--- src/shared/mdg_pkg.sv ---
// Constants, types and decode limits for the memory decode glue
package mdg_pkg;

  // ----------------------------------------
  // Socket space options
  // ----------------------------------------
  typedef enum logic [1:0] {
    MDG_SP_NONE = 2'h0,  // Socket disabled
    MDG_SP_DATA = 2'h1,  // Data space only
    MDG_SP_PROG = 2'h2,  // Program space only
    MDG_SP_BOTH = 2'h3   // Same address in both spaces
  } mdg_space_t;

  // ----------------------------------------
  // Select outputs, all active low but the external pass
  // ----------------------------------------
  typedef struct packed {
    logic rom_cs_n;   // Monitor ROM chip select
    logic rom_oe_n;   // Monitor ROM output enable
    logic sram_cs_n;  // User SRAM chip select
    logic sram_oe_n;  // User SRAM output enable
    logic sram_we_n;  // User SRAM write enable
    logic io_cs_n;    // On-board mapped I/O select
    logic ext_access; // Cycle passed to external resources
  } mdg_sel_t;

  // Nothing selected, nothing driving the shared lines
  localparam mdg_sel_t MDG_SEL_IDLE = 7'h7E;

  // ----------------------------------------
  // Decode limits on the three top address lines
  // ----------------------------------------
  localparam logic [2:0] MDG_ROM_TOP_END = 3'h2;  // ROM below 4000h
  localparam logic [2:0] MDG_SRAM_TOP_LO = 3'h2;  // SRAM from 4000h
  localparam logic [2:0] MDG_SRAM_TOP_8K = 3'h2;  // 8k SRAM up to 5FFFh
  localparam logic [2:0] MDG_SRAM_TOP_32K = 3'h5; // 32k SRAM up to BFFFh

  // ----------------------------------------
  // Full-address limits
  // ----------------------------------------
  localparam logic [15:0] MDG_PROG_ONBOARD_MAX = 16'hBDFF; // Last on-board fetch
  localparam logic [15:0] MDG_IO_BASE = 16'hFFE0;          // Mapped I/O window

  // ----------------------------------------
  // Reset values
  // ----------------------------------------
  localparam logic [1:0] MDG_SYNC_HIGH = 2'h3;  // Strobes idle high
  localparam logic [7:0] MDG_BYTE_ZERO = 8'h00; // Cleared address byte
  localparam logic [5:0] MDG_CFG_RESET = 6'h00; // Configuration before sampling
  localparam logic MDG_MODEM_ON = 1'h1;         // Modem lines asserted

endpackage : mdg_pkg

--- src/shared/mdg_dec_if.sv ---
// Carrier between the glue top and its address decoder
`timescale 1ns/100ps
interface mdg_dec_if;
  import mdg_pkg::*;

  logic [15:0] addr;     // Full bus address
  logic rd_n;            // Data read strobe
  logic wr_n;            // Data write strobe
  logic fetch_n;         // Program fetch strobe
  mdg_space_t rom_space; // Monitor ROM socket space
  mdg_space_t sram_space;// User SRAM socket space
  logic overlap;         // Overlapped memory mode
  logic sram_32k;        // 32k SRAM installed
  mdg_sel_t sel;         // Decoded selects

  // Decoder side
  modport dec (
    input addr, rd_n, wr_n, fetch_n, rom_space, sram_space, overlap, sram_32k,
    output sel
  );

  // Top side
  modport user (
    output addr, rd_n, wr_n, fetch_n, rom_space, sram_space, overlap, sram_32k,
    input sel
  );
endinterface : mdg_dec_if

--- src/hdl/mdg_decode.sv ---
// Combinational address and space decoder for the memory sockets
`timescale 1ns/100ps
module mdg_decode
  import mdg_pkg::*;
(
  // Decoder carrier
  mdg_dec_if.dec bus
);

  // ----------------------------------------
  // Space helpers
  // ----------------------------------------
  // True when the socket answers in data space
  function automatic logic in_data(input mdg_space_t sp);
    in_data = (sp == MDG_SP_DATA) || (sp == MDG_SP_BOTH);
  endfunction

  // True when the socket answers in program space
  function automatic logic in_prog(input mdg_space_t sp);
    in_prog = (sp == MDG_SP_PROG) || (sp == MDG_SP_BOTH);
  endfunction

  // ----------------------------------------
  // Decode
  // ----------------------------------------
  // Working terms of the decode
  logic [2:0] top;
  logic data_act;
  logic prog_act;
  logic sram_win;
  logic io_hit;
  logic rom_hit;
  logic sram_prog;
  logic sram_data;

  // Select terms from strobes, address and configuration
  always_comb begin
    top = bus.addr[15:13];
    data_act = !bus.rd_n || !bus.wr_n;
    prog_act = !bus.fetch_n;
    // Window follows the installed SRAM size
    if (bus.sram_32k) begin
      sram_win = (top >= MDG_SRAM_TOP_LO) && (top <= MDG_SRAM_TOP_32K);
    end else begin
      sram_win = (top >= MDG_SRAM_TOP_LO) && (top <= MDG_SRAM_TOP_8K);
    end
    // Mapped I/O wins over memory in data space
    io_hit = data_act && (bus.addr >= MDG_IO_BASE);
    // ROM in the low window, in whichever space it is placed
    rom_hit = (top < MDG_ROM_TOP_END) &&
              ((prog_act && in_prog(bus.rom_space)) ||
               (data_act && !io_hit && in_data(bus.rom_space)));
    // SRAM fetches end at the last on-board program address
    sram_prog = prog_act && in_prog(bus.sram_space) && sram_win &&
                (bus.addr <= MDG_PROG_ONBOARD_MAX);
    // Overlap also opens the SRAM to data space
    sram_data = data_act && !io_hit && sram_win &&
                (in_data(bus.sram_space) || bus.overlap);
    bus.sel = MDG_SEL_IDLE;
    bus.sel.rom_cs_n = !rom_hit;
    // ROM drives only on a read or fetch strobe
    bus.sel.rom_oe_n = !(rom_hit && (prog_act || !bus.rd_n));
    bus.sel.sram_cs_n = !(sram_prog || sram_data);
    bus.sel.sram_oe_n = !((sram_prog || sram_data) && (prog_act || !bus.rd_n));
    // Data writes reach SRAM, also when mapped to both spaces
    bus.sel.sram_we_n = !(sram_data && !bus.wr_n);
    bus.sel.io_cs_n = !io_hit;
    // Anything unclaimed on board goes to the outside
    bus.sel.ext_access = (data_act || prog_act) && !io_hit && !rom_hit &&
                         !sram_prog && !sram_data;
  end

endmodule // mdg_decode

--- src/hdl/mdg_glue_top.sv ---
// Memory decode glue: address latch, decoder and modem line hold
//
// Overview of operation
// - Shared port carries low address, then data
// - Latch low address on address strobe fall
// - Join latched low with high address byte
// - Decode the three top lines; full address for I/O and fetch limit
// - Select field only by the active strobe
// - Program and data spaces share sixteen lines
// - Sockets map to data, program or both
// - Data writes reach sockets mapped to both
// - Decode follows 8k or 32k SRAM size
// - Ignore DTR, RTS; hold CTS, DSR asserted
// - Monitor ROM serves fetches below 4000h
// - Fetches above BDFFh go to external resources
// - Data FFE0h to FFFFh selects mapped I/O
// - Overlap adds SRAM data access 4000h-BFFFh with 32k SRAM, 4000h-5FFFh with 8k
`timescale 1ns/100ps
module mdg_glue_top
  import mdg_pkg::*;
(
  // Clock and reset
  input wire logic ref_clk_in,
  input wire logic resetn_in,
  // Controller bus pins
  input wire logic ale_in,
  input wire logic [7:0] low_addr_data_port_in,
  input wire logic [7:0] high_addr_port_in,
  input wire logic rd_n_in,
  input wire logic wr_n_in,
  input wire logic program_fetch_strobe_n_in,
  // Static mapping configuration
  input wire logic [1:0] rom_space_in,
  input wire logic [1:0] sram_space_in,
  input wire logic overlap_mode_in,
  input wire logic sram_32k_in,
  // Incoming modem control, unused
  input wire logic dtr_in,
  input wire logic rts_in,
  // Memory address and selects
  output logic [15:0] addr_out,
  output logic rom_cs_n_out,
  output logic rom_oe_n_out,
  output logic sram_cs_n_out,
  output logic sram_oe_n_out,
  output logic sram_we_n_out,
  output logic io_cs_n_out,
  output logic ext_access_out,
  // Outgoing modem control
  output logic cts_out,
  output logic dsr_out
);

  // ----------------------------------------
  // State
  // ----------------------------------------
  typedef struct packed {
    logic [1:0] ale_sync;   // Address strobe synchroniser
    logic [1:0] rd_sync;    // Read strobe synchroniser
    logic [1:0] wr_sync;    // Write strobe synchroniser
    logic [1:0] fetch_sync; // Fetch strobe synchroniser
    logic [7:0] lo_m;       // Low port, first stage
    logic [7:0] lo_s;       // Low port, second stage
    logic [7:0] hi_m;       // High port, first stage
    logic [7:0] hi_s;       // High port, second stage
    logic [5:0] cfg_m;      // Configuration, first stage
    logic [5:0] cfg_s;      // Configuration, second stage
    logic ale_prev;         // Address strobe one cycle back
    logic [7:0] addr_lo;    // Latched low address byte
    logic [7:0] addr_hi;    // Registered high address byte
    mdg_sel_t sel;          // Registered selects
    logic modem_on;         // CTS and DSR level
  } mdg_state_t;

  mdg_state_t s;      // Current state
  mdg_state_t next_s; // Next state
  logic ale_fall;     // Address strobe falling edge

  // Decoder carrier
  mdg_dec_if dec_bus ();

  // ----------------------------------------
  // Decoder hookup
  // ----------------------------------------
  // Decoder sees the latched address and synchronised strobes
  assign dec_bus.addr = {s.addr_hi, s.addr_lo};
  assign dec_bus.rd_n = s.rd_sync[1];
  assign dec_bus.wr_n = s.wr_sync[1];
  assign dec_bus.fetch_n = s.fetch_sync[1];
  assign dec_bus.rom_space = mdg_space_t'(s.cfg_s[5:4]);
  assign dec_bus.sram_space = mdg_space_t'(s.cfg_s[3:2]);
  assign dec_bus.overlap = s.cfg_s[1];
  assign dec_bus.sram_32k = s.cfg_s[0];

  // Address decoder
  mdg_decode u_decode (
    .bus(dec_bus)
  );

  // ----------------------------------------
  // Next state
  // ----------------------------------------
  // Falling edge seen on the second synchroniser stage only
  assign ale_fall = s.ale_prev && !s.ale_sync[1];

  // Synchronise pins, latch the address, register the selects
  always_comb begin
    next_s = s;
    next_s.ale_sync = {s.ale_sync[0], ale_in};
    next_s.rd_sync = {s.rd_sync[0], rd_n_in};
    next_s.wr_sync = {s.wr_sync[0], wr_n_in};
    next_s.fetch_sync = {s.fetch_sync[0], program_fetch_strobe_n_in};
    next_s.lo_m = low_addr_data_port_in;
    next_s.lo_s = s.lo_m;
    next_s.hi_m = high_addr_port_in;
    next_s.hi_s = s.hi_m;
    next_s.cfg_m = {rom_space_in, sram_space_in, overlap_mode_in, sram_32k_in};
    next_s.cfg_s = s.cfg_m;
    next_s.ale_prev = s.ale_sync[1];
    // Low byte is taken while the port still holds the address
    if (ale_fall) begin
      next_s.addr_lo = s.lo_s;
    end
    next_s.addr_hi = s.hi_s;
    next_s.sel = dec_bus.sel;
    // Modem lines stay asserted, incoming ones unread
    next_s.modem_on = MDG_MODEM_ON;
  end

  // ----------------------------------------
  // Registers
  // ----------------------------------------
  // Single register stage for all state
  always_ff @(posedge ref_clk_in or negedge resetn_in) begin
    if (!resetn_in) begin
      s.ale_sync <= 2'h0;
      s.rd_sync <= MDG_SYNC_HIGH;
      s.wr_sync <= MDG_SYNC_HIGH;
      s.fetch_sync <= MDG_SYNC_HIGH;
      s.lo_m <= MDG_BYTE_ZERO;
      s.lo_s <= MDG_BYTE_ZERO;
      s.hi_m <= MDG_BYTE_ZERO;
      s.hi_s <= MDG_BYTE_ZERO;
      s.cfg_m <= MDG_CFG_RESET;
      s.cfg_s <= MDG_CFG_RESET;
      s.ale_prev <= 1'h0;
      s.addr_lo <= MDG_BYTE_ZERO;
      s.addr_hi <= MDG_BYTE_ZERO;
      s.sel <= MDG_SEL_IDLE;
      s.modem_on <= MDG_MODEM_ON;
    end else begin
      s <= next_s;
    end
  end

  // ----------------------------------------
  // Outputs
  // ----------------------------------------
  assign addr_out = {s.addr_hi, s.addr_lo};
  assign rom_cs_n_out = s.sel.rom_cs_n;
  assign rom_oe_n_out = s.sel.rom_oe_n;
  assign sram_cs_n_out = s.sel.sram_cs_n;
  assign sram_oe_n_out = s.sel.sram_oe_n;
  assign sram_we_n_out = s.sel.sram_we_n;
  assign io_cs_n_out = s.sel.io_cs_n;
  assign ext_access_out = s.sel.ext_access;
  assign cts_out = s.modem_on;
  assign dsr_out = s.modem_on;
endmodule // mdg_glue_top

--- config.mk ---
export PLATFORM = sky130hd
export DESIGN_NAME = mdg_glue_top
export DESIGN_NICKNAME = d
export VERILOG_FILES = /design/src/shared/mdg_pkg.sv /design/src/shared/mdg_dec_if.sv /design/src/hdl/mdg_decode.sv /design/src/hdl/mdg_glue_top.sv
export SDC_FILE = /design/constraint.sdc
export NUM_CORES = 1
export LEC_CHECK = 0
export BUFFER_PORTS_ARGS = -buffer_cell sky130_fd_sc_hd__buf_2
export CORE_AREA = 2 2 74 76
export DETAILED_ROUTE_END_ITERATION = 16
export DIE_AREA = 0 0 76 78
export PLACE_DENSITY = 0.84
export SLEW_MARGIN = 10
export SYNTH_ARGS = -nofsm -noshare
export SYNTH_HDL_FRONTEND = slang
export SYNTH_SLANG_ARGS = --single-unit
export TNS_END_PERCENT = 5
--- constraint.sdc ---
create_clock -name ref_clk_in -period 1.18 [get_ports ref_clk_in]
set_input_delay 0 -clock ref_clk_in [delete_from_list [all_inputs] [get_ports ref_clk_in]]
set_output_delay 0 -clock ref_clk_in [all_outputs]
set_load 0.02 [all_outputs]
==> Word-level counts from Yosys, hierarchy flattened <==
Index checks and enable logic that the tools add are counted.
{ "word_totals": {"inputBits": 30, "register_bits": 76, "out_inout_bits": 25} }
{ "op_classes": {"muxes": 1, "order_cmp": 6, "n_eq_ne": 6, "n_reduce_logical": 42} }
{ "op_table": {"columns": ["op", "n"], "rows": [
  ["1-bit logical AND", 20],
  ["16-bit >= comparator (second input constant)", 1],
  ["16-bit <= comparator (second input constant)", 1],
  ["1-bit logical NOT", 12],
  ["1-bit logical OR", 10],
  ["2-bit equality test (second input constant)", 4],
  ["2-bit by 1-bit equality test with 1-bit output (second input constant)", 2],
  ["3-bit by 2-bit >= comparator with 1-bit output (second input constant)", 1],
  ["3-bit by 2-bit <= comparator with 1-bit output (second input constant)", 1],
  ["3-bit <= comparator (second input constant)", 1],
  ["3-bit by 2-bit less-than comparator with 1-bit output (second input constant)", 1],
  ["1-bit two-way mux", 1]
]} }

==> Logic depth before layout (Yosys ltp) <==
Gate-level depths: netlist (run 1).
{ "depth": {"ltp_word": 12, "ltp_mapped": 4, "depth_no_buf": 4} }

==> Cells and area by module <==
Synthesis (run 1) repeated with hierarchy kept, for this count alone.
{ "hier_totals": {"hier_cells": 132, "area_unflattened_um2": 2354.8} }
{ "by_module_without_submodules": {"columns": ["mod", "area_per_inst_um2", "cells_per_inst", "n_inst"], "rows": [
  ["mdg_glue_top", 2200.9, 105, 1],
  ["mdg_decode", 153.9, 27, 1]
]} }

==> Least setup slack after synthesis (run 1) <==
OpenSTA, ideal clock, no wires.
{ "synth_path": {"path_type": "register to register", "start": "register s, in the netlist dec_bus.wr_n", "end": "register s, in the netlist ext_access_out", "period_less_slack_ps": 1105, "path_slack_ps": 75, "arrival_ps": 1009, "path_stages_with_launch": 5, "required_ps": 1084, "path_cell_list": "dfstp_2 nand2_1 a21oi_1 nor3_1 nor4_2"} }
{ "synth_rtl": {"columns": ["item", "line", "source"], "rows": [
  ["from (decl)", "mdg_glue_top.sv:75", "mdg_state_t s;"],
  ["from (signal assigned)", "mdg_glue_top.sv:152", "s <= next_s;"]
]} }

==> qor_table.md, run 1 <==
| Item | Value | Unit |
| --- | --- | --- |
| Outcome | finished clean | - |
| Total number of H-tree levels | 3 | - |
| Synth-to-layout area growth | 34.9 | % |
| Root buf cell | clkbuf_8 | - |
| Post-route ant nets | 0 | - |
| Sw frac | 20.7 | % |
| Effective utilization at floorplan | 45.6 | % |
| Detailed Route Iter0 Violations | 58 | - |
| Final routed wire length divided by cell count | 14.5 | µm |
| GR Util All Layers | 15.4 | % |
| Antenna violations before repair | 0 | - |
| Number of max-slew violations in the final report | 0 | - |
| CP arrival | 1.40 | ns |
| Vias per Instance | 4.19 | - |
| Post-route insts no fill | 282 | - |
| Hold WC Path Type | in2async | - |
| Share of the yosys chip area belonging to registers | 83.3 | % |
| Maximum buffer depth of the clock tree | 2 | - |
| Critical Path Sink Type | flop | - |
| Number of clock sinks | 76 | - |
| Maximum fanout along the worst path | 4 | - |
| Clk network pwr share | 41.9 | % |
| Remaining design rule violation count | 0 | - |
| Number of maximum-capacitance violations | 0 | - |
| Portion of the clock cycle consumed by the worst path in the final layout | 97.4 | % |
| Ordered list of cells on the worst path | and3b_1 > a31oi_2 > or3_1 | - |
| Wire length of the first global-routing pass | 6540 | µm |
| Clock buffers created by TritonCTS | 9 | - |
| Initial DRT Pass Iterations | 3 | - |
| Mean instance size in the synthesized netlist | 17.4 | µm² |
| Category of the critical setup timing path | reg2reg | - |
| Required time at the worst-slack endpoint | 1.43 | ns |
| Delay of the slowest cell on the worst path | 0.42 | ns |
| Maximum number of pins on one net before global-route repair | 77 | - |
| Gpl congestion | 0.724 | - |
| Min Clock Period, post-route | 1.15 | ns |
| Post-synthesis sequential element count | 76 | - |
| Floorplan core area | 0.00504 | mm² |
| Via count of the first global-routing pass | 1390 | - |
| Worst voltage drop across the vdd grid | 1.12 | mV |
| Placed Instances | 238 | - |
| Master of the slowest instance on the critical path | dfrtp_1 | - |
| Final #Nets | 237 | - |
| EDFF count, synth | 0 | - |
| Worst reg2reg endpoint | sram_we_n_out$_DFF_PN1_ | - |
| Maximum clock frequency | 870 | MHz |
| Clock transition time at the flip-flop clock pins of the worst setup and hold paths | 0.08 | ns |
| Reg2Reg Setup Slack | 0.03 | ns |
| Warnings, synthesis | 0 | - |
| Cells on worst reg2reg path | 3 | - |
| Count of endpoints failing setup in the final report | 0 | - |
| Net switching power | 1.17 | mW |
| Fillers | 353 | - |
| Launching element type of the critical path | flop | - |
| Leakage component of the power | 1.43 | nW |
| Clock latency at the later pin of the worst-skew pair | 0.34 | ns |
| Worst setup startpoint | addr_out[14]$_DFF_PN0_ | - |
| Cell type group with the largest total delay on the critical path | simple AND/OR/NAND/NOR gates | - |
| Number of antenna diodes | 0 | - |
| Post-DP HPWL | 2290 | µm |
| Hold violation count in the final report | 0 | - |
| Width of the chip | 76 | µm |
| Vias | 1182 | - |
| Post-Synthesis Cell Area | 0.00230 | mm² |
| Mapped Cells | 132 | - |
| Height of the chip | 78 | µm |
| Clock tree from TritonCTS | yes | - |
| Utilization after layout | 61.5 | % |
| Comb power frac | 7.7 | % |
| Top-Level Pins | 55 | - |
| Number of rows created at floorplan | 26 | - |
| Number of library cell types mapped by synthesis | 22 | - |
| Seq pwr share | 50.4 | % |
| Async set or reset register ratio after synthesis | 100 | % |
| Clock tree skew after final layout | 0.0124 | ns |
| Number of buffer cells added on primary ports | 50 | - |
| Area of the die | 0.00593 | mm² |
| Beginning of the worst register-to-register path | addr_out[14]$_DFF_PN0_ | - |
| Total Wirelength | 4080 | µm |
| Share of post-route cells with drive strength above 1 | 42.5 | % |
| Global route overflow | 0 | - |
| Combined buffer and inverter count along the critical path | 0 | - |
| Pwr dens | 1820 | mW/mm² |
| Final std cell area, no fill | 0.00310 | mm² |
| Worst Hold Margin | 0.226 | ns |
| Setup repair after global routing missed its margin | true | - |
| Instance area after placement | 0.00254 | mm² |
| Dominant register cell in the synthesized netlist | dfrtp_1 | - |
| Pint | 4.49 | mW |
==> area by class of cell <==
type | count | area (µm²) | share of cell area, %
Clock inverter | 4 | 95.1 | 3.06
Tap cell | 70 | 87.6 | 2.82
Multi-Input combinational cell | 34 | 263 | 8.47
Clock buffer | 12 | 155 | 5.00
Inverter | 4 | 15.0 | 0.484
Timing Repair Buffer | 82 | 571 | 18.4
Sequential cell | 76 | 1920 | 61.8
==> per-layer routing <==
| metal | vias to the layer above | global-route usage, % | wire [µm] |
|---|---|---|---|
| met5 | - | 0 | 0 |
| met3 | 7 | 7.33 | 298 |
| li1 | 550 | - | - |
| met2 | 42 | 27.4 | 2220 |
| met4 | 0 | 7.64 | 78 |
| met1 | 583 | 14.9 | 1480 |
==> cells in the mapped netlist (2+ instances only) <==
library cell	n	area [µm²]
o21ai_1	2	10.0
buf_4	18	135
nand2_1	5	18.8
dfrtp_1	64	1600
a21oi_1	2	10.0
mux2_1	8	90.1
dfstp_2	12	315
nand3_1	2	10.0
inv_1	4	15.0
nor2b_1	3	18.8
==> sequential cells by signal, summed over array words and instances, names as in the netlist, 2 cells and up <==
| name | cells |
|---|---|
| dec_bus.sram_space | 2 |
| dec_bus.rom_space | 2 |
| next_s | 35 |
| s | 9 |
| addr_out | 16 |
==> power by group through the flow <==
stage | clock network [mW] | logic [mW] | registers (mW)
after CTS | 2.40 | 0.436 | 2.85
after global placement | 0 | 0.347 | 2.89
after detailed placement | 0 | 0.356 | 2.90
after floorplan | 0 | 0.230 | 2.89
after global routing | 2.56 | 0.470 | 2.87
final | 2.38 | 0.435 | 2.85
==> worst max-delay path by stage <==
stage                          endpoint  slack, ns  depth (start not counted)
2_1_floorplan  ext_access_out$_DFF_PN0_       0.08                          4
3_3_place_gp   ext_access_out$_DFF_PN0_       0.01                          4
3_5_place_dp   ext_access_out$_DFF_PN0_      -0.05                          4
4_1_cts          rom_oe_n_out$_DFF_PN1_      -0.01                          4
5_1_grt        ext_access_out$_DFF_PN0_      -0.03                          4
6_report        sram_we_n_out$_DFF_PN1_       0.03                          3
==> cells by family after synthesis <==
group,after synthesis,share of synthesized area [%]
simple gates,19,4.73
compound gates,5,1.14
flops,76,83.3
mux,8,3.92
other cells,1,0.163
buf+inv,23,6.74
==> placed cells by master, fill, tap and decap left out <==
master / n
a21oi_2: 2
a31oi_2: 1
and3_1: 1
and3b_1: 1
buf_12: 1
buf_2: 50
buf_4: 4
bufinv_16: 3
clkbuf_1: 1
clkbuf_8: 11
clkinv_2: 1
conb_1: 2
dfrtp_1: 64
dfstp_2: 12
dlygate4sd3_1: 27
inv_1: 4
mux2_1: 8
nand2_1: 4
nand2_2: 1
nand2b_1: 1
nand3_1: 2
nand4_1: 1
nor2_1: 1
nor2b_1: 2
nor2b_2: 1
nor3_2: 1
nor4_2: 2
o21ai_1: 2
or3_1: 1
==> tightest hold or removal path, cell delays in order <==
cell and delay [ns]:
dlygate4sd3_1 0.52, buf_2 0.12, buf_12 0.32
==> what timing repair did <==
action	CTS	global route
buffers inserted	1	0
setup endpoints to repair	2	5
endpoints found under the hold margin	102	0
gates resized for setup	4	3
pin swaps	2	2
hold buffers	27	0
==> through the flow <==
stage | TNS [ns] | power (mW) | setup slack [ns]
2_1_floorplan | 0 | 3.12 | 0.0751
3_3_place_gp | 0 | 3.23 | 0.0109
3_5_place_dp | -0.0505 | 3.25 | -0.0505
4_1_cts | -0.0249 | 5.69 | -0.0144
5_1_grt | -0.0401 | 5.90 | -0.0274
6_report | 0 | 5.66 | 0.0302
No activity file was read; power rests on OpenSTA's default activity.
==> run 2, diff against run 1 <==
- SETUP_SLACK_MARGIN: not set -> 0.3
==> qor_table.md, run 2 (synthesis results as in run 1) <==
| Item | Value | Unit |
| --- | --- | --- |
| Outcome | finished clean | - |
| Leading cell type in the layout, fill and taps excluded | dfrtp_1 | - |
| Gpl congestion | 0.700 | - |
| Final routed wire length divided by cell count | 15.3 | µm |
| Commonest cells after routing, fill and taps aside | dfrtp_1, dlygate4sd3_1, buf_2 | - |
| Root buf cell | clkbuf_8 | - |
| Number of clock sinks | 76 | - |
| Cells on worst reg2reg path | 4 | - |
| Count of endpoints failing setup in the final report | 0 | - |
| Hold WC Path Type | in2async | - |
| Antenna violations before repair | 0 | - |
| Portion of the clock cycle consumed by the worst path in the final layout | 98.0 | % |
| GR Util All Layers | 15.9 | % |
| Wire length of the first global-routing pass | 6760 | µm |
| Initial DRT Pass Iterations | 4 | - |
| Floorplan core area | 0.00504 | mm² |
| Maximum buffer depth of the clock tree | 2 | - |
| Launching element type of the critical path | flop | - |
| Width of the chip | 76 | µm |
| Setup repair after global routing missed its margin | true | - |
| Via count of the first global-routing pass | 1337 | - |
| Summed negative setup slack over all endpoints | 0 | ns |
| Total Wirelength | 4340 | µm |
| Utilization after layout | 64.3 | % |
| Clock transition time at the flip-flop clock pins of the worst setup and hold paths | 0.08 | ns |
| Maximum fanout along the worst path | 4 | - |
| Remaining design rule violation count | 0 | - |
| Clock tree skew after final layout | 0.00825 | ns |
| Post-route met1 wirelength | 1690 | µm |
| Global route overflow | 0 | - |
| Reg2Reg Setup Slack | 0.02 | ns |
| Min Clock Period, post-route | 1.16 | ns |
| Number of maximum-capacitance violations | 0 | - |
| Final #Nets | 238 | - |
| Number of buffer cells added on primary ports | 50 | - |
| Post-route ant nets | 0 | - |
| Area of the die | 0.00593 | mm² |
| Met2 wirelength from detailed routing | 2360 | µm |
| Hold violation count in the final report | 0 | - |
| Worst setup startpoint | addr_out[15]$_DFF_PN0_ | - |
| Required time at the worst-slack endpoint | 1.42 | ns |
| Worst reg2reg endpoint | ext_access_out$_DFF_PN0_ | - |
| Vias | 1211 | - |
| Synth-to-layout area growth | 40.9 | % |
| Height of the chip | 78 | µm |
| Pwr dens | 1650 | mW/mm² |
| Share of post-route cells with drive strength above 1 | 45.5 | % |
| CP arrival | 1.40 | ns |
| Number of rows created at floorplan | 26 | - |
| Number of flip-flops under the largest register name | 35 | - |
| Clock latency at the later pin of the worst-skew pair | 0.34 | ns |
| Maximum number of pins on one net before global-route repair | 35 | - |
| Effective utilization at floorplan | 45.6 | % |
| Maximum clock frequency | 865 | MHz |
| Post-DP HPWL | 2330 | µm |
| Top-Level Pins | 55 | - |
| Wire length on met3 | 220 | µm |
| Number of antenna diodes | 0 | - |
| Vias per Instance | 4.28 | - |
| Worst Hold Margin | 0.144 | ns |
| Leakage component of the power | 1.48 | nW |
| Critical Path Sink Type | flop | - |
| Top Layer Used | met4 | - |
| Clock tree from TritonCTS | yes | - |
| Clock buffers created by TritonCTS | 9 | - |
| Category of the critical setup timing path | reg2reg | - |
| Beginning of the worst register-to-register path | addr_out[15]$_DFF_PN0_ | - |
| Worst voltage drop across the vdd grid | 1.34 | mV |
| Total number of H-tree levels | 3 | - |
| Detailed Route Iter0 Violations | 24 | - |
| Number of max-slew violations in the final report | 0 | - |
==> run 2: cell count changes in the layout (fill, tap and decap cells not counted), moves of 2 or more <==
cell,previous run,this run
buf_6,0,25
bufinv_16,3,1
buf_2,50,26
mux2_4,0,3
clkinvlp_4,0,2
mux2_1,8,5
==> run 2: worst max-delay path by stage <==
stage / cells past startpoint / slack [ns] / to
after detailed placement: 3 / 0.02 / ext_access_out$_DFF_PN0_
after global placement: 4 / 0.06 / ext_access_out$_DFF_PN0_
after floorplan: 4 / 0.11 / ext_access_out$_DFF_PN0_
final: 4 / 0.02 / ext_access_out$_DFF_PN0_
after CTS: 4 / 0.04 / ext_access_out$_DFF_PN0_
after global routing: 3 / -0.07 / ext_access_out$_DFF_PN0_
==> run 2: power breakdown <==
group	leakage (nW)	internal, mW	switching (mW)	total (mW)
sequential	0.872	2.78	0.0926	2.87
combinational	0.513	0.293	0.249	0.542
clock	0.0983	1.03	0.900	1.93
==> run 2: area by class of cell <==
type	count	area, µm²
clock inverters	6	63.8
fillers	332	1800
repair buffers	83	732
well taps	70	87.6
flip-flops and latches	76	1920
multi-input cells	34	290
inverters	4	15.0
clock buffers	10	138
==> run 2: timing repair <==
item	4_1_cts	5_1_grt
endpoints found under the hold margin	102	0
hold buffers	27	0
gates resized for setup	1	56
pin swaps	0	5
buffers inserted	1	0
setup endpoints to repair	37	38
==> run 2: critical path, stage by stage, from the launching register on <==
cell and delay, ns:
dfrtp_1 0.45, and3b_1 0.21, a31oi_2 0.18, a21oi_2 0.08, nor4_2 0.14
==> run 2: metal layers <==
metal | up-vias | GRT usage [%]
met3 | 9 | 6.51
met2 | 43 | 27.9
met4 | 0 | 7.09
met1 | 603 | 17.0
met5 | - | 0
li1 | 556 | -
==> run 2: through the flow <==
step                instances  total power [mW]  area, µm²  worst slack [ns]
finish                    283              5.34       3240            0.0239
global route              283              5.61       3240           -0.0729
CTS                       283              5.25       3060            0.0378
detailed placement        239              3.26       2570            0.0177
global placement          239              3.25       2570            0.0627
floorplan                 133              3.13       2320             0.108
==> run 3, diff against run 2 <==
- CORE_AREA: 2 2 74 76 -> 2 2 51 100
- DIE_AREA: 0 0 76 78 -> 0 0 53 102
- GPL_TIMING_DRIVEN: not set -> 1
- PLACE_DENSITY: 0.84 -> 0.87
- clock period: 1.18 -> 1.1 ns (I/O delays scaled with it)
==> qor_table.md, run 3 (synthesis results as in run 1) <==
| Item | Value | Unit |
| --- | --- | --- |
| Leakage component of the power | 1.49 | nW |
| Final #Nets | 239 | - |
| Fillers | 295 | - |
| Portion of the clock cycle consumed by the worst path in the final layout | 103 | % |
| Number of rows created at floorplan | 35 | - |
| Clock buffers created by TritonCTS | 9 | - |
| Maximum buffer depth of the clock tree | 2 | - |
| Final std cell area, no fill | 0.00322 | mm² |
| Synth-to-layout area growth | 40.0 | % |
| Antenna violations before repair | 0 | - |
| Width of the chip | 53 | µm |
| Leading cell type in the layout, fill and taps excluded | dfrtp_1 | - |
| Maximum fanout along the worst path | 3 | - |
| Count of endpoints failing setup in the final report | 11 | - |
| Clock tree from TritonCTS | yes | - |
| Wire length on met3 | 163 | µm |
| Final routed wire length divided by cell count | 14.0 | µm |
| Post-route ant nets | 0 | - |
| CP arrival | 1.37 | ns |
| Total Wirelength | 3760 | µm |
| Global route overflow | 0 | - |
| Top-Level Pins | 55 | - |
| Number of antenna diodes | 0 | - |
| Clock latency at the later pin of the worst-skew pair | 0.32 | ns |
| Comb power frac | 10.4 | % |
| Ordered list of cells on the worst path | nand2_4 > nand3_2 > nor4_4 > nor4_2 | - |
| Vias per Instance | 4.55 | - |
| Hold violation count in the final report | 0 | - |
| Via count of the first global-routing pass | 1318 | - |
| Critical Path Sink Type | flop | - |
| Root buf cell | clkbuf_8 | - |
| Wire length of the first global-routing pass | 6040 | µm |
| Delay of the slowest cell on the worst path | 0.57 | ns |
| Area of the die | 0.00541 | mm² |
| Worst path setup slack after routing | -0.0303 | ns |
| Seq pwr share | 55.2 | % |
| Initial DRT Pass Iterations | 3 | - |
| Effective utilization at floorplan | 50.0 | % |
| Net switching power | 1.24 | mW |
| Clock transition time at the flip-flop clock pins of the worst setup and hold paths | 0.07 | ns |
| Launching element type of the critical path | flop | - |
| Outcome | finished with violations | - |
| Maximum clock frequency | 885 | MHz |
| Total number of H-tree levels | 3 | - |
| Post-DP HPWL | 2360 | µm |
| Top Layer Used | met4 | - |
| Hold WC Path Type | in2async | - |
| Height of the chip | 102 | µm |
| Master of the slowest instance on the critical path | dfstp_2 | - |
| Vias | 1223 | - |
| Post-route met1 wirelength | 1310 | µm |
| Pint | 4.34 | mW |
| Sw frac | 22.3 | % |
| Commonest cells after routing, fill and taps aside | dfrtp_1, dlygate4sd3_1, buf_2 | - |
| Share of post-route cells with drive strength above 1 | 45.8 | % |
| Met2 wirelength from detailed routing | 2170 | µm |
| Required time at the worst-slack endpoint | 1.34 | ns |
| Gpl congestion | 0.818 | - |
| Floorplan core area | 0.00460 | mm² |
| Maximum number of pins on one net before global-route repair | 37 | - |
| Combined buffer and inverter count along the critical path | 0 | - |
| Failing checks | negative setup slack | - |
| GR Util All Layers | 16.6 | % |
| Placed Instances | 225 | - |
| Worst setup slack after placement | -0.0559 | ns |
| Sum of internal, switching and leakage power | 5.58 | mW |
| Number of flip-flops under the largest register name | 35 | - |
| Pwr dens | 1730 | mW/mm² |
| Remaining design rule violation count | 0 | - |
| Number of max-slew violations in the final report | 0 | - |
| Clock tree skew after final layout | 0.00538 | ns |
| Worst voltage drop across the vdd grid | 1.68 | mV |
| Number of clock sinks | 76 | - |
| Worst Hold Margin | 0.120 | ns |
| Min Clock Period, post-route | 1.13 | ns |
| Number of maximum-capacitance violations | 0 | - |
| Instance area after placement | 0.00256 | mm² |
| Category of the critical setup timing path | reg2reg | - |
| Detailed Route Iter0 Violations | 9 | - |
| Cell type group with the largest total delay on the critical path | flip-flops | - |
| Number of buffer cells added on primary ports | 50 | - |
| Setup repair after global routing missed its margin | true | - |
| Post-route insts no fill | 269 | - |
| Clk network pwr share | 34.4 | % |
[run 3: cell count changes in the layout (fill, tap and decap cells not counted), sizes merged]
cell / change
buf: +1
clkbuf: +1
clkinvlp: -1
[run 3: through the flow]
stage | utilization, % | setup TNS (ns)
2_1_floorplan | - | 0
3_3_place_gp | 55.6 | -0.0193
3_5_place_dp | 55.6 | -0.171
4_1_cts | 69.8 | -0.231
5_1_grt | 70.1 | -0.820
6_report | 70.1 | -0.197
[run 3: repair_timing]
| item | in CTS | in global routing |
|---|---|---|
| pin swaps | 8 | 2 |
| hold buffers | 27 | 0 |
| gates resized for setup | 56 | 3 |
| endpoints found under the setup margin | 38 | 38 |
| endpoints found under the hold margin | 96 | 0 |
| setup buffers | 1 | 0 |
[run 3: path summary, 6_finish.rpt]
kind                                         from                  endpoint  slack (ns)  depth (start not counted)
max in group asynchronous               resetn_in      next_s[72]$_DFF_PN1_        0.42                          3
min                                     resetn_in      next_s[24]$_DFF_PN0_        0.12                          2
max                        dec_bus.wr_n$_DFF_PN1_  ext_access_out$_DFF_PN0_       -0.03                          4
min reg2reg                  next_s[57]$_DFF_PN0_           s[57]$_DFF_PN0_        0.35                          0
min in group ref_clk_in      high_addr_port_in[4]      next_s[41]$_DFF_PN0_        0.31                          2
max reg2reg                dec_bus.wr_n$_DFF_PN1_  ext_access_out$_DFF_PN0_       -0.03                          4
[run 3: routing by layer]
layer | global-route usage, % | vias to the layer above
met5 | 0 | -
met4 | 10.7 | 0
met3 | 4.68 | 11
met2 | 27.3 | 36
met1 | 18.2 | 618
li1 | - | 558
[run 3: final cells by class]
type	instances	area (µm²)	area share, %
clock buffers	11	131	4.08
multi-input cells	34	305	9.48
inverters	4	15.0	0.466
clock inverters	5	52.6	1.63
repair buffers	84	732	22.7
well taps	55	68.8	2.14
flip-flops and latches	76	1920	59.5
[run 3: power groups by stage]
stage	sequential (mW)	combinational, mW	clock, mW
global route	3.10	0.625	2.11
detailed placement	3.11	0.391	0
floorplan	3.10	0.252	0
global placement	3.10	0.384	0
finish	3.08	0.581	1.92
CTS	3.08	0.575	1.97
